## config.mk

```make
export PLATFORM = sky130hd
export DESIGN_NAME = ddi_init_seq
export DESIGN_NICKNAME = d
export VERILOG_FILES = /design/src/design/ddi_pkg.sv /design/src/design/ddi_cmd_if.sv /design/src/design/ddi_sync.sv /design/src/design/ddi_cmd_dec.sv /design/src/design/ddi_init_seq.sv
export VERILOG_INCLUDE_DIRS = /design/src /design/src/design
export SDC_FILE = /design/constraint.sdc
export NUM_CORES = 1
export LEC_CHECK = 0
export BUFFER_PORTS_ARGS = -buffer_cell sky130_fd_sc_hd__buf_2
export CAP_MARGIN = 30
export CORE_MARGIN = 10
export CORE_UTILIZATION = 35
export CTS_CLUSTER_DIAMETER = 50
export CTS_CLUSTER_SIZE = 10
export DETAILED_ROUTE_END_ITERATION = 6
export GPL_TIMING_DRIVEN = 0
export PLACE_DENSITY = 0.52
export SLEW_MARGIN = 20
export SYNTH_ARGS = -nofsm -noshare
export SYNTH_HDL_FRONTEND = slang
export SYNTH_HIERARCHICAL = 1
export SYNTH_SLANG_ARGS = --single-unit
```

## constraint.sdc

```tcl
create_clock -name sys_clk_i -period 2.4 [get_ports sys_clk_i]
set_input_delay 0 -clock sys_clk_i [delete_from_list [all_inputs] [get_ports sys_clk_i]]
set_output_delay 0 -clock sys_clk_i [all_outputs]
set_load 0.01 [all_outputs]
```

## src/design/ddi_params.svh

```systemverilog
`ifndef DDI_PARAMS_SVH
`define DDI_PARAMS_SVH

// Register byte offsets on the Avalon-MM slave.
`define DDI_OFS_STATUS    6'h00
`define DDI_OFS_CONFIG    6'h04
`define DDI_OFS_LAST_ACT  6'h08
`define DDI_OFS_BURST     6'h0C
`define DDI_OFS_MR_BASE   6'h10
`define DDI_OFS_MR_LAST   6'h28

// Status and config register field positions.
`define DDI_STAT_ST_LSB   0
`define DDI_STAT_ODT_BIT  6
`define DDI_STAT_RDY_BIT  7
`define DDI_STAT_ERR_LSB  8
`define DDI_STAT_MRD_LSB  13
`define DDI_CFG_X8_BIT    0

// Error bit positions inside the sticky error field.
`define DDI_ERR_SEQ       0
`define DDI_ERR_CKE       1
`define DDI_ERR_TEN       2
`define DDI_ERR_ODT       3
`define DDI_ERR_BANK      4

// Mode register contents taken at reset, and the mask for all seven registers written.
`define DDI_MR_DEFAULT    14'h0000
`define DDI_MR_ALL_DONE   7'h7F

// Burst shape: one internal word over four memory clock (CK) rising edges.
`define DDI_BURST_CK      3'h4
`define DDI_BEATS_BL8     4'h8
`define DDI_BEATS_BC4     4'h4

// Timing: internal init wait after reset release, and calibration wait in clocks.
`define DDI_CLK_MHZ       125
`define DDI_T_INIT_US     500
`define DDI_INIT_WAIT_CYC (`DDI_T_INIT_US * `DDI_CLK_MHZ)
`define DDI_ZQ_CAL_CK     1024

`endif

```

## src/design/ddi_pkg.sv

```systemverilog
package ddi_pkg;

  typedef enum logic [5:0] {
    ST_RESET   = 6'b00_0001,
    ST_INTINIT = 6'b00_0010,
    ST_WAITCKE = 6'b00_0100,
    ST_MODE    = 6'b00_1000,
    ST_CAL     = 6'b01_0000,
    ST_READY   = 6'b10_0000
  } ddi_state_t;

  typedef enum logic [3:0] {
    CMD_DES = 4'h0,
    CMD_NOP = 4'h1,
    CMD_ACT = 4'h2,
    CMD_MRS = 4'h3,
    CMD_REF = 4'h4,
    CMD_PRE = 4'h5,
    CMD_WR  = 4'h6,
    CMD_RD  = 4'h7,
    CMD_ZQC = 4'h8
  } ddi_cmd_t;

  typedef struct packed {
    logic        ck_prev;
    logic        valid;
    ddi_cmd_t    cmd;
    logic [1:0]  bg;
    logic [1:0]  ba;
    logic [16:0] addr;
    logic        cke;
    logic        odt;
    logic        ten;
  } ddi_dec_st_t;

  typedef struct packed {
    ddi_state_t       st;
    logic [16:0]      cnt;
    logic [6:0]       mr_done;
    logic [6:0][13:0] mr;
    logic [15:0]      bank_open;
    logic [2:0]       burst_cnt;
    logic [3:0]       burst_beats;
    logic             odt_en;
    logic             odt_ref;
    logic [4:0]       err;
    logic             x8;
    logic             ack;
    logic [31:0]      rdata;
    logic [20:0]      last_act;
  } ddi_top_st_t;

endpackage

```

## src/design/ddi_cmd_if.sv

```systemverilog
`timescale 1ns/1ns
interface ddi_cmd_if;
  logic              valid;
  ddi_pkg::ddi_cmd_t cmd;
  logic [1:0]        bg;
  logic [1:0]        ba;
  logic [16:0]       addr;
  logic              cke;
  logic              odt;
  logic              ten;

  modport dec (output valid, cmd, bg, ba, addr, cke, odt, ten);
  modport cons (input valid, cmd, bg, ba, addr, cke, odt, ten);
endinterface // ddi_cmd_if

```

## src/design/ddi_sync.sv

```systemverilog
`timescale 1ns/1ns
module ddi_sync #(
  parameter int W = 1
) (
  input  wire logic         sys_clk_i,
  input  wire logic         arst_n_i,
  input  wire logic [W-1:0] d_i,
  output logic      [W-1:0] q_o
);
  typedef struct packed {
    logic [W-1:0] meta;
    logic [W-1:0] stab;
  } ddi_sync_st_t;

  ddi_sync_st_t q;
  ddi_sync_st_t d;

  always_comb begin
    d      = q;
    d.meta = d_i;
    d.stab = q.meta;
  end

  always_ff @(posedge sys_clk_i or negedge arst_n_i) begin
    if (!arst_n_i) begin
      q <= '0;
    end else begin
      q <= d;
    end
  end

  assign q_o = q.stab;
endmodule // ddi_sync

```

## src/design/ddi_cmd_dec.sv

```systemverilog
`timescale 1ns/1ns
// Finds rising edges of the sampled memory clock and registers the command present there.
module ddi_cmd_dec (
  input  wire logic        sys_clk_i,
  input  wire logic        arst_n_i,
  input  wire logic        ck_i,
  input  wire logic        cs_n_i,
  input  wire logic        act_n_i,
  input  wire logic        ras_n_i,
  input  wire logic        cas_n_i,
  input  wire logic        we_n_i,
  input  wire logic [1:0]  bg_i,
  input  wire logic [1:0]  ba_i,
  input  wire logic [13:0] addr_i,
  input  wire logic        cke_i,
  input  wire logic        odt_i,
  input  wire logic        ten_i,
  ddi_cmd_if.dec           cmd_o
);
  ddi_pkg::ddi_dec_st_t q;
  ddi_pkg::ddi_dec_st_t d;
  ddi_pkg::ddi_cmd_t    cmd_now;

  always_comb begin
    if (cs_n_i) begin
      cmd_now = ddi_pkg::CMD_DES;
    end else if (!act_n_i) begin
      cmd_now = ddi_pkg::CMD_ACT;
    end else begin
      case ({ras_n_i, cas_n_i, we_n_i})
        3'b000:  cmd_now = ddi_pkg::CMD_MRS;
        3'b001:  cmd_now = ddi_pkg::CMD_REF;
        3'b010:  cmd_now = ddi_pkg::CMD_PRE;
        3'b100:  cmd_now = ddi_pkg::CMD_WR;
        3'b101:  cmd_now = ddi_pkg::CMD_RD;
        3'b110:  cmd_now = ddi_pkg::CMD_ZQC;
        default: cmd_now = ddi_pkg::CMD_NOP;
      endcase
    end
  end

  always_comb begin
    d         = q;
    d.ck_prev = ck_i;
    d.valid   = ck_i & ~q.ck_prev;
    if (ck_i && !q.ck_prev) begin
      d.cmd  = cmd_now;
      d.bg   = bg_i;
      d.ba   = ba_i;
      // With ACT low the command pins carry row bits 16..14.
      d.addr = {ras_n_i, cas_n_i, we_n_i, addr_i};
      d.cke  = cke_i;
      d.odt  = odt_i;
      d.ten  = ten_i;
    end
  end

  always_ff @(posedge sys_clk_i or negedge arst_n_i) begin
    if (!arst_n_i) begin
      q <= '0;
    end else begin
      q <= d;
    end
  end

  assign cmd_o.valid = q.valid;
  assign cmd_o.cmd   = q.cmd;
  assign cmd_o.bg    = q.bg;
  assign cmd_o.ba    = q.ba;
  assign cmd_o.addr  = q.addr;
  assign cmd_o.cke   = q.cke;
  assign cmd_o.odt   = q.odt;
  assign cmd_o.ten   = q.ten;
endmodule // ddi_cmd_dec

```

## src/design/ddi_init_seq.sv

```systemverilog
// The Avalon-MM interface to the registers and the register offsets are this design's own decisions.
`timescale 1ns/1ns
`include "ddi_params.svh"
module ddi_init_seq #(
  parameter int INIT_WAIT_CYC = `DDI_INIT_WAIT_CYC,
  parameter int ZQ_CAL_CK     = `DDI_ZQ_CAL_CK
) (
  input  wire logic        sys_clk_i,
  input  wire logic        arst_n_i,
  input  wire logic        ck_i,
  input  wire logic        mem_reset_n_i,
  input  wire logic        cke_i,
  input  wire logic        cs_n_i,
  input  wire logic        act_n_i,
  input  wire logic        ras_n_i,
  input  wire logic        cas_n_i,
  input  wire logic        we_n_i,
  input  wire logic [1:0]  bg_i,
  input  wire logic [1:0]  ba_i,
  input  wire logic [13:0] addr_i,
  input  wire logic        odt_i,
  input  wire logic        ten_i,
  output logic             odt_term_en_o,
  output logic             ready_o,
  input  wire logic [5:0]  avs_address_i,
  input  wire logic        avs_read_i,
  input  wire logic        avs_write_i,
  input  wire logic [31:0] avs_writedata_i,
  input  wire logic [3:0]  avs_byteenable_i,
  output logic [31:0]      avs_readdata_o,
  output logic             avs_waitrequest_o
);
  localparam int PW = 28;

  logic [PW-1:0]        pins_s;
  logic                 rst_pin_n;
  ddi_cmd_if            cmd_if ();
  ddi_pkg::ddi_top_st_t q;
  ddi_pkg::ddi_top_st_t d;
  logic                 req;
  logic                 wr_take;
  logic [31:0]          rd_word;
  logic [3:0]           bidx;
  logic [3:0]           bl_beats;
  logic [4:0]           err_set;
  logic [2:0]           mr_sel;
  logic                 in_init;
  logic                 rw_start;

  ddi_sync #(
    .W (PW)
  ) u_sync (
    .sys_clk_i (sys_clk_i),
    .arst_n_i  (arst_n_i),
    .d_i       ({ck_i, mem_reset_n_i, cke_i, cs_n_i, act_n_i, ras_n_i, cas_n_i, we_n_i,
                 bg_i, ba_i, addr_i, odt_i, ten_i}),
    .q_o       (pins_s)
  );

  assign rst_pin_n = pins_s[26];

  ddi_cmd_dec u_dec (
    .sys_clk_i (sys_clk_i),
    .arst_n_i  (arst_n_i),
    .ck_i      (pins_s[27]),
    .cs_n_i    (pins_s[24]),
    .act_n_i   (pins_s[23]),
    .ras_n_i   (pins_s[22]),
    .cas_n_i   (pins_s[21]),
    .we_n_i    (pins_s[20]),
    .bg_i      (pins_s[19:18]),
    .ba_i      (pins_s[17:16]),
    .addr_i    (pins_s[15:2]),
    .cke_i     (pins_s[25]),
    .odt_i     (pins_s[1]),
    .ten_i     (pins_s[0]),
    .cmd_o     (cmd_if.dec)
  );

  assign req     = avs_read_i | avs_write_i;
  assign wr_take = avs_write_i & q.ack;
  assign in_init = (q.st == ddi_pkg::ST_MODE) || (q.st == ddi_pkg::ST_CAL);
  assign mr_sel  = {cmd_if.bg[0], cmd_if.ba};
  // Bank index: the upper group bit exists only on the x8 organization.
  assign bidx    = {q.x8 & cmd_if.bg[1], cmd_if.bg[0], cmd_if.ba};
  assign rw_start = cmd_if.valid && (q.st == ddi_pkg::ST_READY)
                    && ((cmd_if.cmd == ddi_pkg::CMD_RD) || (cmd_if.cmd == ddi_pkg::CMD_WR));

  always_comb begin
    case (q.mr[0][1:0])
      2'b01:   bl_beats = cmd_if.addr[12] ? `DDI_BEATS_BL8 : `DDI_BEATS_BC4;
      2'b10:   bl_beats = `DDI_BEATS_BC4;
      default: bl_beats = `DDI_BEATS_BL8;
    endcase
  end

  always_comb begin
    rd_word = 32'h0000_0000;
    case (avs_address_i)
      `DDI_OFS_STATUS: begin
        rd_word[`DDI_STAT_ST_LSB +: 6] = q.st;
        rd_word[`DDI_STAT_ODT_BIT]     = q.odt_en;
        rd_word[`DDI_STAT_RDY_BIT]     = (q.st == ddi_pkg::ST_READY);
        rd_word[`DDI_STAT_ERR_LSB +: 5] = q.err;
        rd_word[`DDI_STAT_MRD_LSB +: 7] = q.mr_done;
      end
      `DDI_OFS_CONFIG:   rd_word[`DDI_CFG_X8_BIT] = q.x8;
      `DDI_OFS_LAST_ACT: rd_word[20:0] = q.last_act;
      `DDI_OFS_BURST:    rd_word[22:0] = {q.bank_open, q.burst_cnt, q.burst_beats};
      default: begin
        if (avs_address_i >= `DDI_OFS_MR_BASE && avs_address_i <= `DDI_OFS_MR_LAST) begin
          rd_word[13:0] = q.mr[3'(avs_address_i[5:2] - 4'h4)];
        end
      end
    endcase
  end

  always_comb begin
    d       = q;
    err_set = 5'h00;
    d.ack   = req & ~q.ack;
    if (req && !q.ack) begin
      d.rdata = rd_word;
    end
    if (wr_take && avs_address_i == `DDI_OFS_CONFIG && avs_byteenable_i[0]) begin
      d.x8 = avs_writedata_i[`DDI_CFG_X8_BIT];
    end
    if (wr_take && avs_address_i == `DDI_OFS_STATUS && avs_byteenable_i[1]) begin
      d.err = q.err & ~avs_writedata_i[`DDI_STAT_ERR_LSB +: 5];
    end
    if (cmd_if.valid && q.burst_cnt != 3'h0) begin
      d.burst_cnt = q.burst_cnt - 3'h1;
    end
    if (!rst_pin_n) begin
      d.st        = ddi_pkg::ST_RESET;
      d.cnt       = 17'h0_0000;
      d.mr        = {7{`DDI_MR_DEFAULT}};
      d.mr_done   = 7'h00;
      d.bank_open = 16'h0000;
      d.burst_cnt = 3'h0;
      d.odt_en    = 1'b0;
    end else begin
      case (q.st)
        ddi_pkg::ST_RESET: begin
          d.st  = ddi_pkg::ST_INTINIT;
          d.cnt = 17'h0_0000;
        end
        ddi_pkg::ST_INTINIT: begin
          // Internal setup runs on the system clock, not on the memory clock.
          d.cnt = q.cnt + 17'h0_0001;
          if (q.cnt == 17'(INIT_WAIT_CYC - 1)) begin
            d.st = ddi_pkg::ST_WAITCKE;
          end
          if (cmd_if.valid && cmd_if.cke) begin
            err_set[`DDI_ERR_SEQ] = 1'b1;
          end
        end
        ddi_pkg::ST_WAITCKE: begin
          if (cmd_if.valid && cmd_if.cke) begin
            d.st      = ddi_pkg::ST_MODE;
            d.odt_ref = cmd_if.odt;
            d.odt_en  = cmd_if.odt;
          end
        end
        ddi_pkg::ST_MODE: begin
          if (cmd_if.valid && cmd_if.cmd == ddi_pkg::CMD_MRS && mr_sel != 3'h7) begin
            d.mr[mr_sel]      = cmd_if.addr[13:0];
            d.mr_done[mr_sel] = 1'b1;
          end
          if (cmd_if.valid && cmd_if.cmd == ddi_pkg::CMD_ZQC && cmd_if.addr[10]) begin
            if (q.mr_done == `DDI_MR_ALL_DONE) begin
              d.st  = ddi_pkg::ST_CAL;
              d.cnt = 17'h0_0000;
            end else begin
              err_set[`DDI_ERR_SEQ] = 1'b1;
            end
          end
        end
        ddi_pkg::ST_CAL: begin
          if (cmd_if.valid) begin
            d.cnt = q.cnt + 17'h0_0001;
            if (q.cnt == 17'(ZQ_CAL_CK - 1)) begin
              d.st = ddi_pkg::ST_READY;
            end
          end
        end
        ddi_pkg::ST_READY: begin
          if (cmd_if.valid) begin
            d.odt_en = cmd_if.odt;
            case (cmd_if.cmd)
              ddi_pkg::CMD_ACT: begin
                d.bank_open[bidx] = 1'b1;
                d.last_act        = {bidx, cmd_if.addr};
              end
              ddi_pkg::CMD_PRE: begin
                if (cmd_if.addr[10]) begin
                  d.bank_open = 16'h0000;
                end else begin
                  d.bank_open[bidx] = 1'b0;
                end
              end
              ddi_pkg::CMD_RD, ddi_pkg::CMD_WR: begin
                d.burst_cnt   = `DDI_BURST_CK;
                d.burst_beats = bl_beats;
                if (!q.bank_open[bidx]) begin
                  err_set[`DDI_ERR_BANK] = 1'b1;
                end
              end
              default: begin
              end
            endcase
          end
        end
        default: begin
          d.st = ddi_pkg::ST_RESET;
        end
      endcase
      if (in_init && cmd_if.valid) begin
        err_set[`DDI_ERR_CKE] = ~cmd_if.cke;
        err_set[`DDI_ERR_TEN] = cmd_if.ten;
        err_set[`DDI_ERR_ODT] = cmd_if.odt ^ q.odt_ref;
      end
    end
    // A new error in the clearing cycle stays set.
    d.err = d.err | err_set;
  end

  always_ff @(posedge sys_clk_i or negedge arst_n_i) begin
    if (!arst_n_i) begin
      q    <= '0;
      q.st <= ddi_pkg::ST_RESET;
    end else begin
      q <= d;
    end
  end

  assign odt_term_en_o     = q.odt_en;
  assign ready_o           = (q.st == ddi_pkg::ST_READY);
  assign avs_readdata_o    = q.rdata;
  assign avs_waitrequest_o = req & ~q.ack;
endmodule // ddi_init_seq

```

==> out/results.tsv, run 1 <==
metric	value	unit
status	completed	
totalPowerFinal	12.7	mW
vias	9960	
synth_top_area_share	53.6	%
yosys-top-cells-count	dfrtp_1 (287), nor2_1 (167), nand2_1 (166)	
drtAntennaViolNets	0	
synth_largest_area_cell	dfrtp_1	
avgSynthCellArea	10.5	µm²
ys_seq_area_share	53.8	%
antenna_found_initial	0	
fp.dieH	216	µm
dr.pass1.iters	5	
synth_most_common_cell	dfrtp_1	
grt_overflow_total	0	
syn_inst	1282	
finalSetupViolCount	0	
netlist_area	13400	µm²
clock_skew	0.0297	ns
tightest_slew	0.887	ns
tritoncts.num_buffers	41	
ys.flop_type	dfrtp_1	
wirelength	38200	µm
required	2.82	ns
rows	71	
cp.arrival	2.77	ns
ys.warnings.count	6	
tns	0	ns
vdd_drop_max	454	µV
yosysUniqueCellTypes	64	
stdcell_count	2008	
finalCritPeriodShare	97.9	%
routed_via_density	4.96	
io-pin-count	109	
hold_violations	0	
max-cap-violations	0	
async_flop_share	100	%
htreeDepth	2	
grtUsageTotal	16.2	%
synth_seq_cells	288	
clock_latency	0.54	ns
drcViolationCount	0	
worstPathMaxFanout	10	
critPathLaunchType	register	
drt_iter0_drc	735	
grt_start_max_net_pins	94	
powerDensity	761	nW/µm²
grt_pass1_wl	60100	µm
gp_congestion	0.860	
period_minus_slack	2.35	ns
hold_class	in2reg	
core_area	37800	µm²
cts.path.max_buffers	3	
endpoint_kind	register	
synth_edf_count	0	
placed_cells	1876	
start_util	35.5	%
die_x	216	µm
yosys-top-cells-area	dfrtp_1 (54%), mux2i_1 (9.0%), nor2_1 (4.7%)	
drv_slew	0	
grt_pass1_vias	10100	
hpwl	26500	µm
nets	1552	
cts.clk_slew.worst_paths	0.05	ns
diodes	0	
rsz0062_at_grt	yes	
r2r_cells	8	
fmax	0.426	GHz
worstHoldPathCells	4	
die_area	46500	µm²
layout-drive-gt1-share	22.8	%
p_leak	8.16	nW
port_buffers	70	
cts_tree	built	
worstSetupPathType	reg2reg	
wl_per_cell	19.0	µm
root_buffer	clkbuf_16	
relSlewSlack	40.8	%
post-route-util	44.3	%
synthToLayoutAreaGrowth	24.8	%
cts_sinks	288	
-- path summary, 6_finish.rpt --
kind                                  startpoint  slack (ns)                 to
worst max-delay path                      q[210]        0.05              q[10]
worst min-delay path            avs_address_i[0]        0.01  avs_readdata_o[9]
worst max register to register            q[210]        0.05              q[10]
worst min register to register      u_sync/d[15]        0.34     u_sync/q_o[15]
max in group asynchronous               arst_n_i        1.31              q[55]
min in group asynchronous               arst_n_i        0.03              q[91]
-- routing by layer --
metal | global-route usage, % | vias to the layer above | routed length (µm)
li1 | - | 4745 | -
met1 | 23.1 | 4897 | 18100
met2 | 24.6 | 257 | 17100
met3 | 2.63 | 61 | 1950
met4 | 5.49 | 0 | 956
met5 | 0 | - | 0
-- logic make-up (layout without fill, tap and decap cells) --
logic type | count (synthesis) | in the layout | share of synthesized area [%]
flip-flops | 288 | 288 | 53.8
XOR/XNOR | 5 | 5 | 0.327
adder cells (fa/ha/maj) | 5 | 5 | 0.467
multiplexers | 163 | 163 | 14.6
AND/OR/NAND/NOR | 426 | 426 | 14.2
buffers and inverters | 163 | 370 | 6.60
AO/OA/AOI/OAI | 231 | 231 | 9.94
other | 1 | 9 | 0.0280
-- registers in the layout, summed over array words and instances, names as in the netlist, 2 cells and up --
name	cells
u_sync/d	28
u_dec/cmd_o.bg	2
avs_readdata_o	23
u_dec/cmd_o.cmd	4
u_dec/cmd_o.ba	2
u_sync/q_o	28
q	178
u_dec/cmd_o.addr	17
-- critical path: stages (launching register included) --
cell and delay (ns):
dfrtp_1 0.37, buf_6 0.13, or4_4 0.50, nor3b_4 0.26, and3_1 0.20, buf_6 0.12
nand3_4 0.14, buf_8 0.21, mux2_4 0.30
-- cell type report --
type	count	area (µm²)
buffer	133	866
clock buffer	53	1160
clock inverter	14	169
fill	3564	21000
inverter	23	86.3
multi-input combinational	839	5440
sequential	288	7210
tap	511	639
timing repair buffer	147	1150
-- stage by stage --
stage / hold WS, ns / area, µm² / setup slack, ns
finish: 0.0147 / 16700 / 0.0512
global route: 0.0223 / 16700 / -0.0241
CTS: 0.00567 / 16500 / -0.0313
detailed placement: 0.00791 / 14500 / -0.429
global placement: 0.110 / 14400 / -4.28
floorplan: -0.296 / 13400 / 0.0545
-- report_power, final --
| part | total [mW] | switching, mW | internal [mW] |
|---|---|---|---|
| combinational | 1.57 | 0.951 | 0.616 |
| clock | 5.92 | 2.21 | 3.71 |
| sequential | 5.24 | 0.157 | 5.08 |
| total | 12.7 | 3.32 | 9.41 |
-- layout by cell type, fill, tap and decap left out, types with 37 or more instances in the layout --
master and n:
a21oi_1 89, buf_2 75, buf_4 92, clkbuf_1 46, clkbuf_16 43, dfrtp_1 286
dlygate4sd3_1 37, mux2i_1 121, nand2_1 164, nor2_1 165, o21ai_0 82
-- timing repair --
item / 4_1_cts / 5_1_grt
setup endpoints to repair: 157 / 105
buffers inserted: 15 / 15
hold endpoints to repair: 229 / 0
hold buffers: 37 / 0
gates cloned: 1 / 2
gates resized for setup: 34 / 39
pin swaps: 6 / 5
(Power assumes the default switching activity.)
==> run 2: changes to the inputs <==
CORE_UTILIZATION = 40   (was 35)
PLACE_DENSITY = 0.58   (was 0.52)
SYNTH_HIERARCHICAL = not set   (was 1)
==> run 2 against run 1 <==
Clock power is 7.3% lower. First-iteration DRC count is 15% higher. Sequential share of layout area is 1.8 points higher. Sequential cell count stayed put. Final area is 4.0% lower. Final cell count is 3.7% lower. Worst setup slack better by 0.038 ns. Clock skew is 0.010 ns lower. Die area is 13% lower. Synthesized cell count is 2.4% higher. Largest cell class unchanged.
==> out/results.tsv, run 2 <==
metric	value	unit
crit_chain	or4_4 -> or3b_4 -> a311oi_4 -> o32a_1 -> nor2_1	
period_minus_slack	2.31	ns
tightest_slew	0.974	ns
largest_register	q	
diodes	0	
ys.warnings.count	0	
netlist_area	13200	µm²
cts_sinks	288	
placed_cells	1837	
post-route-util	49.3	%
avgSynthCellArea	10.0	µm²
port_buffers	69	
synth_largest_area_cell	dfrtp_1	
wl_per_cell	19.8	µm
rsz0062_at_grt	no	
p_leak	7.04	nW
synth_edf_count	0	
r2r_cells	5	
root_buffer	clkbuf_16	
rrSetupSlack	0.09	ns
grt_start_max_net_pins	99	
drt_iter0_drc	842	
yosys-top-cells-count	nand2_1 (326), dfrtp_1 (287), a21oi_1 (171)	
final_area	16000	µm²
cts.path.max_buffers	3	
stdcell_count	1933	
antenna_found_initial	0	
vias	10200	
synth_most_common_cell	nand2_1	
nets	1558	
drcViolationCount	0	
hpwl	26800	µm
grtUsageTotal	18.8	%
layout-drive-gt1-share	20.2	%
start_util	40.5	%
cts_tree	built	
cp.arrival	2.68	ns
rows	66	
finalSetupViolCount	0	
grt_pass1_wl	60600	µm
endpoint_kind	register	
io-pin-count	109	
rr_endpoint	q[211]	
dr.pass1.iters	5	
r2r_start	q[209]	
relSlewSlack	35.1	%
slowest_delay	0.60	ns
hold_class	in2async	
required	2.77	ns
dpl_cell_area	14200	µm²
startpoint	q[209]	
powerDensity	751	nW/µm²
htreeDepth	2	
synth_seq_cells	288	
crit_slowest_cell	or4_4	
post-place-ws	-0.456	ns
synth_top_area_share	54.5	%
worstPathMaxFanout	8	
worstSetupPathType	reg2reg	
gp_congestion	0.886	
finalCritPeriodShare	96.3	%
final_cell_mix	nand2_1 (326), dfrtp_1 (284), a21oi_1 (171), buf_2 (80), clkbuf_1 (60)	
fp.dieH	201	µm
layout_commonest_cell	nand2_1	
max-cap-violations	0	
cts.clk_slew.worst_paths	0.05	ns
endpoint	q[211]	
wirelength	38200	µm
tritoncts.num_buffers	40	
vdd_drop_max	542	µV
status	completed	
tns	0	ns
worst_hold_slack	0.0266	ns
async_flop_share	100	%
die_x	201	µm
ys_seq_area_share	54.7	%
die_area	40600	µm²
postLayoutSetupSlackWorst	0.0889	ns
syn_inst	1313	
fmax	0.433	GHz
grt_pass1_vias	10300	
drv_slew	0	
yosysUniqueCellTypes	68	
ys.flop_type	dfrtp_1	
clock_skew	0.0195	ns
hold_violations	0	
routed_via_density	5.30	
synthToLayoutAreaGrowth	21.8	%
drtAntennaViolNets	0	
yosys-top-cells-area	dfrtp_1 (55%), nand2_1 (9.3%), a21oi_1 (6.5%)	
grt_overflow_total	0	
critPathLaunchType	register	
clock_latency	0.53	ns
largest_reg_flops	178	
core_area	32500	µm²
totalPowerFinal	12.0	mW
-- run 2: cell types whose count changed after synthesis, moves of 16 or more --
cell	delta
o211ai_1	+28
buf_4	-29
mux2i_1	-103
mux2_2	+16
a21oi_1	+79
nor2_1	-116
o21ai_0	-48
clkbuf_1	+21
nand2_1	+160
-- run 2: worst max-delay path, delay by kind of cell, from the launching register on --
family / cells / cell delay, ns
simple gates: 3 / 1.12
flops: 1 / 0.47
compound gates: 2 / 0.57
-- run 2: logic make-up after synthesis --
group | after synthesis | synth area share (%)
AOI/OAI and AO/OA | 315 | 14.5
adders and majority gates | 5 | 0.475
DFF | 288 | 54.7
and+or+nand+nor | 477 | 16.0
xor gates and xnor gates | 3 | 0.199
other | 1 | 0.0285
muxes | 78 | 8.63
buffers and inverters | 146 | 5.49
-- run 2: timing repair --
action                     in CTS  in global routing
hold endpoints to repair      175                  0
setup buffers                   6                  5
hold buffers                   41                  0
setup endpoints to repair     127                113
cloned                          0                  0
resized for setup              20                 34
pin swaps                       3                  5
-- run 2: worst min-delay path by stage --
stage / startpoint / endpoint / slack, ns / cells past startpoint
after floorplan: arst_n_i / avs_readdata_o[0] / -0.30 / 0
after global placement: ba_i[0] / u_sync.d[16] / 0.11 / 1
after detailed placement: arst_n_i / u_sync.d[22] / -0.02 / 1
after CTS: arst_n_i / u_sync.d[22] / 0.03 / 2
after global routing: arst_n_i / u_sync.d[22] / 0.08 / 2
final: arst_n_i / u_sync.d[7] / 0.03 / 2
-- run 2: final cells by class --
| class | instances | area, µm² |
|---|---|---|
| Buffer | 122 | 658 |
| Clock buffer | 46 | 1070 |
| Clock inverter | 8 | 125 |
| Fill cell | 3057 | 16500 |
| Inverter | 14 | 56.3 |
| Multi-Input combinational cell | 887 | 5410 |
| Sequential cell | 288 | 7210 |
| Tap cell | 442 | 553 |
| Timing Repair Buffer | 126 | 953 |
-- run 2: layer usage --
metal	vias to the layer above	track usage, %	part of all wire, %
met5	-	0	0
met4	0	6.39	2.9
met3	71	4.34	7.0
met2	334	27.9	44
met1	5013	26.3	46
li1	4826	-	-
-- run 2: power breakdown --
group          internal, mW  total, mW  switching (mW)
sequential             5.05       5.21           0.154
combinational         0.516       1.35           0.834
clock                  3.46       5.49            2.04
total                  9.02       12.0            3.02
==> run 3: changes to the inputs <==
CORE_UTILIZATION = 35   (was 40)
PLACE_DENSITY = 0.57   (was 0.58)
==> run 3 against run 2 <==
Hold slack got worse by 0.021 ns. Die area rose by 13%. Clock power about the same. Final area is 0.30% higher. Via count up 1.6%. Register-to-register slack worse by 0.03 ns. Non-clock buffer count down 1. Sequential share of layout area shrank 0.16 points. Final cell count increased by 4.2%. Fmax fell by 1.3%. Critical path depth unchanged. Sequential cell count is the same.
==> out/results.tsv, run 3 (synthesized netlist as in run 2, its figures left out) <==
metric	value	unit
wl_per_cell	19.2	µm
fmax	0.427	GHz
postLayoutSetupSlackWorst	0.0590	ns
cts_tree	built	
slowest_delay	0.58	ns
rows	71	
final_cell_mix	nand2_1 (326), dfrtp_1 (287), a21oi_1 (171), buf_2 (80), clkbuf_1 (72)	
powerDensity	748	nW/µm²
power_frac_seq	43.3	%
drv_slew	0	
worstPathMaxFanout	8	
vias	10400	
io-pin-count	109	
finalSetupViolCount	0	
dr.pass1.iters	6	
largest_register	q	
grt_pass1_vias	10500	
critPathLaunchType	register	
layout_commonest_cell	nand2_1	
core_area	37400	µm²
port_buffers	69	
placed_cells	1907	
finalCritPeriodShare	97.5	%
worstSetupPathType	reg2reg	
power_frac_comb	11.1	%
timing.critical_path.max_delay_family	simple AND/OR/NAND/NOR gates	
required	2.78	ns
root_buffer	clkbuf_16	
antenna_found_initial	0	
synthToLayoutAreaGrowth	22.1	%
grtUsageTotal	16.6	%
hold_path.startpoint	avs_byteenable_i[1]	
startpoint	q[210]	
die_area	45800	µm²
clock_latency	0.53	ns
routed_via_density	5.17	
grt_start_max_net_pins	97	
tritoncts.num_buffers	40	
layout-drive-gt1-share	19.5	%
status	completed	
cp.arrival	2.72	ns
grt_overflow_total	0	
max-cap-violations	0	
clock_skew	0.0125	ns
cts.path.max_buffers	3	
gp_congestion	0.879	
vdd_drop_max	541	µV
diodes	0	
wirelength	38700	µm
start_util	35.2	%
p_clk_share	45.6	%
drtAntennaViolNets	0	
htreeDepth	2	
cts_sinks	288	
drt_iter0_drc	966	
power_switching	3.11	mW
stdcell_count	2014	
fp.dieH	214	µm
relSlewSlack	38.0	%
path_buf_inv	0	
hpwl	27000	µm
period_minus_slack	2.34	ns
hold_class	in2reg	
p_leak	7.04	nW
hold_violations	0	
cts.clk_slew.worst_paths	0.05	ns
nets	1557	
crit_slowest_cell	or4_4	
rsz0062_at_grt	yes	
tightest_slew	0.930	ns
grt_pass1_wl	60900	µm
crit_chain	or4_4 -> or3b_4 -> a311oi_2 -> o32a_1 -> nor2_1	
drcViolationCount	0	
fillCellCount	3577	
r2r_start	q[210]	
endpoint_kind	register	
p_int	8.92	mW
post-place-ws	-0.516	ns
switching_share	25.9	%
tns	0	ns
die_x	214	µm
largest_reg_flops	178	
==> run 3: power groups by stage <==
stage	Combinational, mW	Sequential [mW]	Clock, mW
after global routing	1.46	5.22	5.79
after global placement	1.19	5.28	0
after floorplan	0.731	5.21	0
after CTS	1.31	5.20	5.60
after detailed placement	1.22	5.28	0
final	1.34	5.21	5.48
==> run 3: worst paths after layout <==
| check | endpoint | slack (ns) | cells past startpoint |
|---|---|---|---|
| setup / recovery | q[211] | 0.06 | 5 |
| hold reg to reg | u_sync.q_o[26] | 0.34 | 0 |
| max in group asynchronous | u_sync.d[24] | 1.43 | 4 |
| min in group asynchronous | avs_readdata_o[8] | 0.09 | 3 |
| hold / removal | q[59] | 0.005 | 4 |
| setup reg to reg | q[211] | 0.06 | 5 |
==> run 3: stage by stage <==
stage                     power [mW]  util (%)  instance area, µm²  hold WS (ns)
after floorplan                 5.94         -               13200        -0.296
after global routing            12.5      43.0               16100        0.0286
after detailed placement        6.50      38.2               14300        -0.192
after global placement          6.47      37.9               14200         0.109
after CTS                       12.1      42.9               16000        0.0105
final                           12.0      43.0               16100       0.00532
==> run 3: layout make-up <==
type                    count  area, µm²  area share (%)
inverters                  14       56.3           0.350
clock inverters            11        109           0.676
well taps                 511        639            3.97
plain buffers             121        646            4.01
clock buffers              56       1120            6.97
multi-input cells         887       5380            33.4
repair buffers            126        933            5.80
flip-flops and latches    288       7210            44.8
==> run 3: worst register-to-register path, stage by stage, from the launching register on <==
cell and delay, ns:
dfrtp_1 0.50, or4_4 0.59, or3b_4 0.47, a311oi_2 0.37
o32a_1 0.22, nor2_1 0.04
==> run 3: routing by layer <==
layer | vias to the layer above | part of all wire, % | track usage, %
li1 | 4849 | - | -
met4 | 0 | 3.1 | 5.97
met5 | - | 0 | 0
met2 | 334 | 45 | 24.9
met3 | 73 | 6.6 | 3.24
met1 | 5147 | 46 | 23.3
==> run 3: timing repair <==
item | 4_1_cts | 5_1_grt
hold buffers | 39 | 0
gates resized for setup | 17 | 16
pin swaps | 5 | 3
buffers inserted | 6 | 6
hold endpoints to repair | 231 | 0
setup endpoints to repair | 120 | 107
